### src/pkg/dvb_pkg.sv
package dvb_pkg;

  // ****************************************
  // Command fields
  // ****************************************
  localparam int ADDR_W = 6;
  localparam int DATA_W = 8;
  localparam int NUM_SP = 2;
  localparam int NUM_CH = 2;
  localparam int NUM_BANK = 8;
  localparam int NUM_LANE = 8;

  // ****************************************
  // Mode register addresses
  // ****************************************
  localparam logic [5:0] ADDR_REF_LEVEL = 6'h0e;
  localparam logic [5:0] ADDR_PAT_INVERT = 6'h0f;
  localparam logic [5:0] ADDR_BANK_MASK = 6'h10;

  // ****************************************
  // Field layout of the reference level register
  // ****************************************
  localparam int LEVEL_LSB = 0;
  localparam int LEVEL_W = 6;
  localparam int RANGE_BIT = 6;
  localparam int RSVD_BIT = 7;
  localparam logic [5:0] LEVEL_MAX = 6'h32;

  // ****************************************
  // Reset values
  // ****************************************
  localparam logic [5:0] LEVEL_RST = 6'h1d;
  localparam logic RANGE_RST = 1'b1;
  localparam logic [7:0] INVERT_RST = 8'h00;
  localparam logic [7:0] MASK_RST = 8'h00;
  localparam logic [7:0] DATA_ZERO = 8'h00;

  // ****************************************
  // Types
  // ****************************************
  typedef struct packed {
    logic range;
    logic [LEVEL_W-1:0] level;
  } dvb_ref_t;

  typedef struct packed {
    dvb_ref_t [NUM_SP-1:0] sp;
    dvb_ref_t act;
    logic act_level_valid;
    logic [NUM_LANE-1:0] invert;
    logic [NUM_CH-1:0][NUM_BANK-1:0] mask;
    logic [DATA_W-1:0] rd_data;
    logic rd_valid;
  } dvb_regs_t;

  typedef struct packed {
    logic [NUM_LANE-1:0] dq;
    logic mask_inversion_lane;
    logic dbi_active;
  } dvb_cal_t;

endpackage : dvb_pkg

### src/rtl/dvb_cal_lanes.sv
`timescale 1ns/1ps
module dvb_cal_lanes (
  input wire logic clk_i,
  input wire logic rstn_i,
  input wire logic cal_active_i,
  input wire logic pattern_bit_i,
  input wire logic [dvb_pkg::NUM_LANE-1:0] invert_i,
  input wire logic dbi_enable_i,
  output logic [dvb_pkg::NUM_LANE-1:0] cal_dq_o,
  output logic cal_dmi_o,
  output logic dbi_active_o
);

  dvb_pkg::dvb_cal_t state;
  dvb_pkg::dvb_cal_t next_state;
  logic [dvb_pkg::NUM_LANE-1:0] lane_bits;

  // ****************************************
  // Per-lane inversion
  // ****************************************
  genvar g;
  generate
    for (g = 0; g < dvb_pkg::NUM_LANE; g++) begin : g_lane
      assign lane_bits[g] = pattern_bit_i ^ invert_i[g]; // RL7
    end
  endgenerate

  always_comb begin
    next_state = state;
    next_state.dq = cal_active_i ? lane_bits : '0;
    // The mask lane bypasses the invert mask entirely.
    next_state.mask_inversion_lane = cal_active_i & pattern_bit_i; // RL8
    next_state.dbi_active = dbi_enable_i & ~cal_active_i; // RL9
  end

  always_ff @(posedge clk_i or negedge rstn_i) begin
    if (!rstn_i) begin
      state <= '0;
    end else begin
      state <= next_state;
    end
  end

  assign cal_dq_o = state.dq;
  assign cal_dmi_o = state.mask_inversion_lane;
  assign dbi_active_o = state.dbi_active;

endmodule : dvb_cal_lanes

### src/rtl/dvb_regs.sv
`timescale 1ns/1ps
// Contract
// RL1: A read of the reference register returns its eight bits, reserved bits zero.
// RL2: Level writes land in set point zero or one per access select.
// RL3: Bit 6 picks range; values persist until overwritten or reset.
// RL4: Every reference bit exists per set point; accesses reach the selected copy.
// RL5: Operation uses only the operate-selected copy; the other is ignored.
// RL6: Level codes zero to 0x32 are valid; range one default code 0x1d.
// RL7: Invert mask bit n inverts the calibration pattern on lane n.
// RL8: The mask inversion lane always carries the true pattern.
// RL9: No bus inversion coding during read calibration.
// RL10: Bank mask bit n set stops refresh of bank n; default unmasked.
// RL11: Bank masks are held separately for each channel.
// RL12: Reference register sits at mode register address 0x0e.
// RL13: Reserved bit 7 ignores writes and reads as zero.
module dvb_regs (
  input wire logic clk_i,
  input wire logic rstn_i,
  input wire logic mrw_i,
  input wire logic mrr_i,
  input wire logic channel_i,
  input wire logic [dvb_pkg::ADDR_W-1:0] addr_i,
  input wire logic [dvb_pkg::DATA_W-1:0] op_i,
  input wire logic setpoint_access_select_i,
  input wire logic setpoint_operate_select_i,
  input wire logic cal_active_i,
  input wire logic pattern_bit_i,
  input wire logic dbi_enable_i,
  output logic [dvb_pkg::DATA_W-1:0] rd_dq_o,
  output logic rd_valid_o,
  output logic [dvb_pkg::LEVEL_W-1:0] ref_level_o,
  output logic ref_range_o,
  output logic ref_level_valid_o,
  output logic [dvb_pkg::NUM_BANK-1:0] bank_mask_ch0_o,
  output logic [dvb_pkg::NUM_BANK-1:0] bank_mask_ch1_o,
  output logic [dvb_pkg::NUM_LANE-1:0] cal_dq_o,
  output logic cal_dmi_o,
  output logic dbi_active_o
);

  dvb_pkg::dvb_regs_t state;
  dvb_pkg::dvb_regs_t next_state;
  dvb_pkg::dvb_ref_t sel_copy;
  dvb_pkg::dvb_ref_t op_copy;

  // ****************************************
  // Register update
  // ****************************************
  always_comb begin
    next_state = state;
    sel_copy = state.sp[setpoint_access_select_i]; // RL4
    op_copy = state.sp[setpoint_operate_select_i]; // RL5
    next_state.rd_valid = 1'b0;
    next_state.rd_data = dvb_pkg::DATA_ZERO;
    if (mrw_i) begin
      case (addr_i)
        dvb_pkg::ADDR_REF_LEVEL: begin // RL12
          // Range and level are written together, bit 7 is dropped.
          next_state.sp[setpoint_access_select_i].level =
            op_i[dvb_pkg::LEVEL_LSB +: dvb_pkg::LEVEL_W]; // RL2
          next_state.sp[setpoint_access_select_i].range = op_i[dvb_pkg::RANGE_BIT]; // RL3
        end
        dvb_pkg::ADDR_PAT_INVERT: begin
          next_state.invert = op_i; // RL7
        end
        dvb_pkg::ADDR_BANK_MASK: begin
          next_state.mask[channel_i] = op_i; // RL11
        end
        default: begin
          next_state.invert = state.invert;
        end
      endcase
    end
    if (mrr_i) begin
      next_state.rd_valid = 1'b1;
      case (addr_i)
        dvb_pkg::ADDR_REF_LEVEL: begin
          next_state.rd_data = dvb_pkg::DATA_ZERO;
          next_state.rd_data[dvb_pkg::LEVEL_LSB +: dvb_pkg::LEVEL_W] = sel_copy.level; // RL1
          next_state.rd_data[dvb_pkg::RANGE_BIT] = sel_copy.range;
          next_state.rd_data[dvb_pkg::RSVD_BIT] = 1'b0; // RL13
        end
        default: begin
          // Write-only and unmapped addresses answer with zeros.
          next_state.rd_data = dvb_pkg::DATA_ZERO;
        end
      endcase
    end
    next_state.act = op_copy; // RL5
    // Reserved codes are stored as written but flagged so the analog side can hold off.
    next_state.act_level_valid = (op_copy.level <= dvb_pkg::LEVEL_MAX); // RL6
  end

  // ****************************************
  // State register
  // ****************************************
  always_ff @(posedge clk_i or negedge rstn_i) begin
    if (!rstn_i) begin
      state.sp[0].level <= dvb_pkg::LEVEL_RST; // RL6
      state.sp[0].range <= dvb_pkg::RANGE_RST;
      state.sp[1].level <= dvb_pkg::LEVEL_RST;
      state.sp[1].range <= dvb_pkg::RANGE_RST;
      state.act.level <= dvb_pkg::LEVEL_RST;
      state.act.range <= dvb_pkg::RANGE_RST;
      state.act_level_valid <= 1'b1;
      state.invert <= dvb_pkg::INVERT_RST;
      state.mask[0] <= dvb_pkg::MASK_RST; // RL10
      state.mask[1] <= dvb_pkg::MASK_RST;
      state.rd_data <= dvb_pkg::DATA_ZERO;
      state.rd_valid <= 1'b0;
    end else begin
      state <= next_state; // RL3
    end
  end

  // ****************************************
  // Calibration lanes
  // ****************************************
  dvb_cal_lanes u_cal (
    .clk_i(clk_i),
    .rstn_i(rstn_i),
    .cal_active_i(cal_active_i),
    .pattern_bit_i(pattern_bit_i),
    .invert_i(state.invert),
    .dbi_enable_i(dbi_enable_i),
    .cal_dq_o(cal_dq_o),
    .cal_dmi_o(cal_dmi_o),
    .dbi_active_o(dbi_active_o)
  );

  // ****************************************
  // Outputs
  // ****************************************
  assign rd_dq_o = state.rd_data;
  assign rd_valid_o = state.rd_valid;
  assign ref_level_o = state.act.level;
  assign ref_range_o = state.act.range;
  assign ref_level_valid_o = state.act_level_valid;
  // A set bit masks that bank from refresh.
  assign bank_mask_ch0_o = state.mask[0]; // RL10
  assign bank_mask_ch1_o = state.mask[1];

endmodule : dvb_regs

### config.mk
export PLATFORM = sky130hd
export DESIGN_NAME = dvb_regs
export DESIGN_NICKNAME = d
export VERILOG_FILES = /design/src/pkg/dvb_pkg.sv /design/src/rtl/dvb_cal_lanes.sv /design/src/rtl/dvb_regs.sv
export SDC_FILE = /design/constraint.sdc
export NUM_CORES = 1
export LEC_CHECK = 0
export BUFFER_PORTS_ARGS = -buffer_cell sky130_fd_sc_hd__buf_2
export CORE_AREA = 8 8 108 61
export DETAILED_ROUTE_END_ITERATION = 8
export DIE_AREA = 0 0 116 69
export HOLD_SLACK_MARGIN = 0.02
export PLACE_DENSITY_LB_ADDON = 0.15
export SETUP_SLACK_MARGIN = 0.15
export SYNTH_ARGS = -nofsm -noshare
export SYNTH_HDL_FRONTEND = slang
export SYNTH_SLANG_ARGS = --single-unit
### constraint.sdc
create_clock -name clk_i -period 3.2 [get_ports clk_i]
set_clock_uncertainty 0.2 [all_clocks]
set_input_delay 0.16 -clock clk_i [delete_from_list [all_inputs] [get_ports clk_i]]
set_output_delay 0.16 -clock clk_i [all_outputs]
set_load 0.01 [all_outputs]
==> results <==
- The flow ran to the end, and the final reports show no timing, DRC or antenna violations.
- The final instance area is 3240 um^2.
- The top-level port count is 67.
- The cell area that synthesis handed to floorplanning was ~2700 um^2.
- The final setup TNS is 0 ps.
- IR analysis of the VDD net gives a maximum drop of 0.285 mV.
- The worst slew margin relative to its limit is 53.7%.
- The leftover overflow at the end of global routing is 0.
- The detail route stage leaves a number of antenna-violating nets equal to 0.
- The first global-routing pass estimated 8800 um of wire.
- The arrival time reported for the critical path endpoint is between 1500 and 2000 ps.
- After synthesis, the largest family of logic cells by area is multiplexers.
- Summing the areas of all compound-gate instances in the mapped netlist gives 0.274% of the synthesized area.
- After synthesis, the netlist uses 24 different library cells.
- The tool flagged a number of max-cap violations equal to 0.
- Measured against the total synthesized area, the mux share comes to between 20% and 30%.
- Setup violations remaining at the end of the flow were counted as 0.
- The core area is 5130 um^2.
- The number of iterations in the first detailed-routing pass is 4.
- The total count of hold-check failures in the final report is 0.
- The floorplan has 19 rows.
- The average routed wire per standard cell is ~16 um.
- The final max-slew violation count came to 0.
- The floorplan die width is around 120 um.
- The vertical die dimension is 69 um.
- At the end of routability-driven placement, the weighted congestion stood at 0.730.
- The via count of the first global-routing pass was ~1800.
- The critical path buffer and inverter count is 2.
- The area growth from synthesis to layout is 18.3%.
- At the worst endpoint, the required time is 3280 ps.
- For this run, the total global-route usage over all layers was measured as ~14%.
- The effective utilization at floorplan is 53.4%.
- The total number of yosys warnings is 0.
- The standby leakage power is 1.70 nW.
- For this run, design rule violations remaining after detail routing come to 0.
- The CTS root buffer is clkbuf_8.
- The detail-routed via count per cell is around 4.8.
- The cell with the largest stage delay on the worst path is dlygate4sd3_1.
- The overall die area is ~8000 um^2.
- The path class of the tightest hold or removal check is primary input to register.
- The clock tree buffer depth is 2.
- Setup repair after global routing left no endpoint under its margin.
- The share of the clock period used by the worst path after layout is 48.3%.
- The critical path in this run is classified as primary input to register.
- The adder and majority cell fraction of the synthesized area is 0%.
- The category of the worst setup path capture point is a register.
- Buffers placed on the I/O ports in this run total between 60 and 70.
- Sorting the synthesized cells by area gives the leading types as dfrtp_1 (44%), mux2_2 (18%), dfstp_2 (15%).
- The cell area reported after detailed placement is 2920 um^2.
- The area share of the leading cell type in the synthesized netlist is 43.8%.
- After the first detailed-routing iteration, the DRC count stood at slightly below 70.
- For this run, the slowest stage of the critical path takes between 500 and 600 ps.
- Counting every instance in the synthesized netlist gives around 190.
- The highest net fanout along the worst path is 7.
- The most area-hungry cell type in the Yosys netlist is dfrtp_1.
- The via count is around 1600.
- For this run, the top clock speed supported by timing is roughly 650 MHz.
- The tree built by TritonCTS fans out to 64 sinks.
- The H-tree level count is 3.
- The fraction of the mapped netlist area in simple logic gates is under 10%.
- The flip-flop and latch count after synthesis is 64.
- The synthesized net count is approximately 210.
- The ratio of cells with drive above 1 in the final layout is 58.1%.
- The slew at the pin with the worst max-slew slack is 694 ps.
- The dominant delay contributor by cell family on the critical path is buffers and inverters.
- The HPWL after detailed placement is around 3900 um.
- The worst setup path is launched from a primary input.
- The overall routed net length is approximately 5200 um.
- Walking the worst path, the cells encountered are dlygate4sd3_1 > buf_2 > mux2_2 > a211oi_1 > or2_2.
- 0 antenna diodes ended up in the layout.
- The share of the Yosys chip area taken by registers is 59.1%.
- The number of buffers added by the clock tree synthesis step is 9.
- The clock slew at the register clock pins of the worst setup and hold paths is roughly 70 ps.
- The clock tree from TritonCTS is built.
- The post-synthesis average cell area is around 15 um^2.
- The final period demand of the worst path is approximately 1500 ps.
- The count of buffers added by post-CTS timing repair for setup is 0.
- After the last flow step, the layout net total stands at around 270.
- Entering global routing, the biggest net connects 33 pins.
- The later pin in the worst-skew pair is clocked with a latency of around 330 ps.
- The number of antenna violations at the first check in global routing is 0.
- For this design the ratio of total power to cell area is 533 nW/um^2.
- The XOR/XNOR share of the synthesized area is approximately 2.6%.
[kinds of logic (layout without fill, tap and decap cells)]
group                     after synthesis  in the layout
muxes                                  52             52
and+or+nand+nor                        29             29
DFF                                    64             64
AOI/OAI and AO/OA                       1              1
xor gates and xnor gates                8              8
other                                   1              1
buffers and inverters                  34             98
[cell usage in the layout (no fill, tap or decap)]
master,instances
mux2i_1,7
and4b_1,1
mux2_2,45
buf_4,2
nand3_2,1
or2_2,1
nor4b_4,1
nand3b_2,1
and4b_4,1
nor3b_1,1
nand2_1,1
clkbuf_1,4
dfrtp_1,48
clkbuf_8,11
nor2_1,8
nand4b_2,1
nor2b_1,1
dfstp_2,16
xor2_1,8
dlygate4sd3_1,15
clkinv_2,1
a211oi_1,1
conb_1,1
nand3_1,1
nand4_2,1
buf_2,65
and2_1,9
[final cells by class]
type | instances | area [um^2]
fill | 403 | 1890
sequential | 64 | 1620
multi-input combinational | 91 | 870
timing repair buffer | 82 | 490
clock buffer | 15 | 166
tap | 73 | 91.3
clock inverter | 1 | 5.00
[flip-flops by register name, summed over array words and instances, names as in the netlist]
name                flops
ref_level_o             6
bank_mask_ch1_o         8
rd_valid_o              1
rd_dq_o                 7
u_cal.cal_dmi_o         1
state                  22
bank_mask_ch0_o         8
ref_range_o             1
u_cal.cal_dq_o          8
ref_level_valid_o       1
u_cal.dbi_active_o      1
[repair_timing]
action / 4_1_cts / 5_1_grt
endpoints found under the hold margin: 75 / 0
hold buffers: 15 / 0
gates resized for setup: 0 / 0
[final timing paths]
check                      slack, ps                  to  depth (start not counted)                 startpoint
setup reg to reg                1900   ref_level_valid_o                          3                  state[52]
setup / recovery                1650   ref_level_valid_o                          5  setpoint_operate_select_i
hold / removal                    80          rd_dq_o[5]                          3   setpoint_access_select_i
min in group asynchronous        210   u_cal.cal_dq_o[1]                          2                     rstn_i
hold reg to reg                  300  bank_mask_ch1_o[1]                          1         bank_mask_ch1_o[1]
max in group asynchronous       1810           state[44]                          3                     rstn_i
[tightest hold or removal path: stages]
cell and delay, ps:
buf_2 190, mux2i_1 170, nor2_1 50
[routing by layer]
layer	share of wire (%)	wire [um]	GRT usage (%)	up-vias
met5	0	0	0	-
met4	1.5	76	5.56	0
met3	9.3	485	7.04	6
met2	45	2330	21.5	46
met1	45	2320	17.1	781
li1	-	-	-	730
[cell usage after synthesis (all sizes together)]
master / count
dfstp: 16
nand4b: 1
nand3b: 1
xor2: 8
mux2i: 7
conb: 1
nor2: 8
nor3b: 1
nor4b: 1
and4b: 2
buf: 34
a211oi: 1
nor2b: 1
nand3: 2
or2: 1
and2: 9
nand4: 1
mux2: 45
dfrtp: 48
nand2: 1
[through the flow]
step	worst slack, ps	hold WS (ps)	instances	util [%]	total power [mW]
3_5_place_dp	1430	48.0	295	56.9	1.14
5_1_grt	1620	96.0	326	63.2	1.82
6_report	1650	84.9	326	63.2	1.73
4_1_cts	1670	73.4	326	63.2	1.76
3_3_place_gp	1480	19.8	295	56.9	1.13
2_1_floorplan	1740	-336	189	-	1.07
[power by group]
group | leakage, nW | total, mW | internal (mW) | switching (mW)
Combinational | 0.800 | 0.212 | 0.110 | 0.102
Sequential | 0.810 | 0.919 | 0.887 | 0.0319
Clock | 0.0877 | 0.600 | 0.324 | 0.276
No activity file was read; power rests on OpenSTA's default activity.
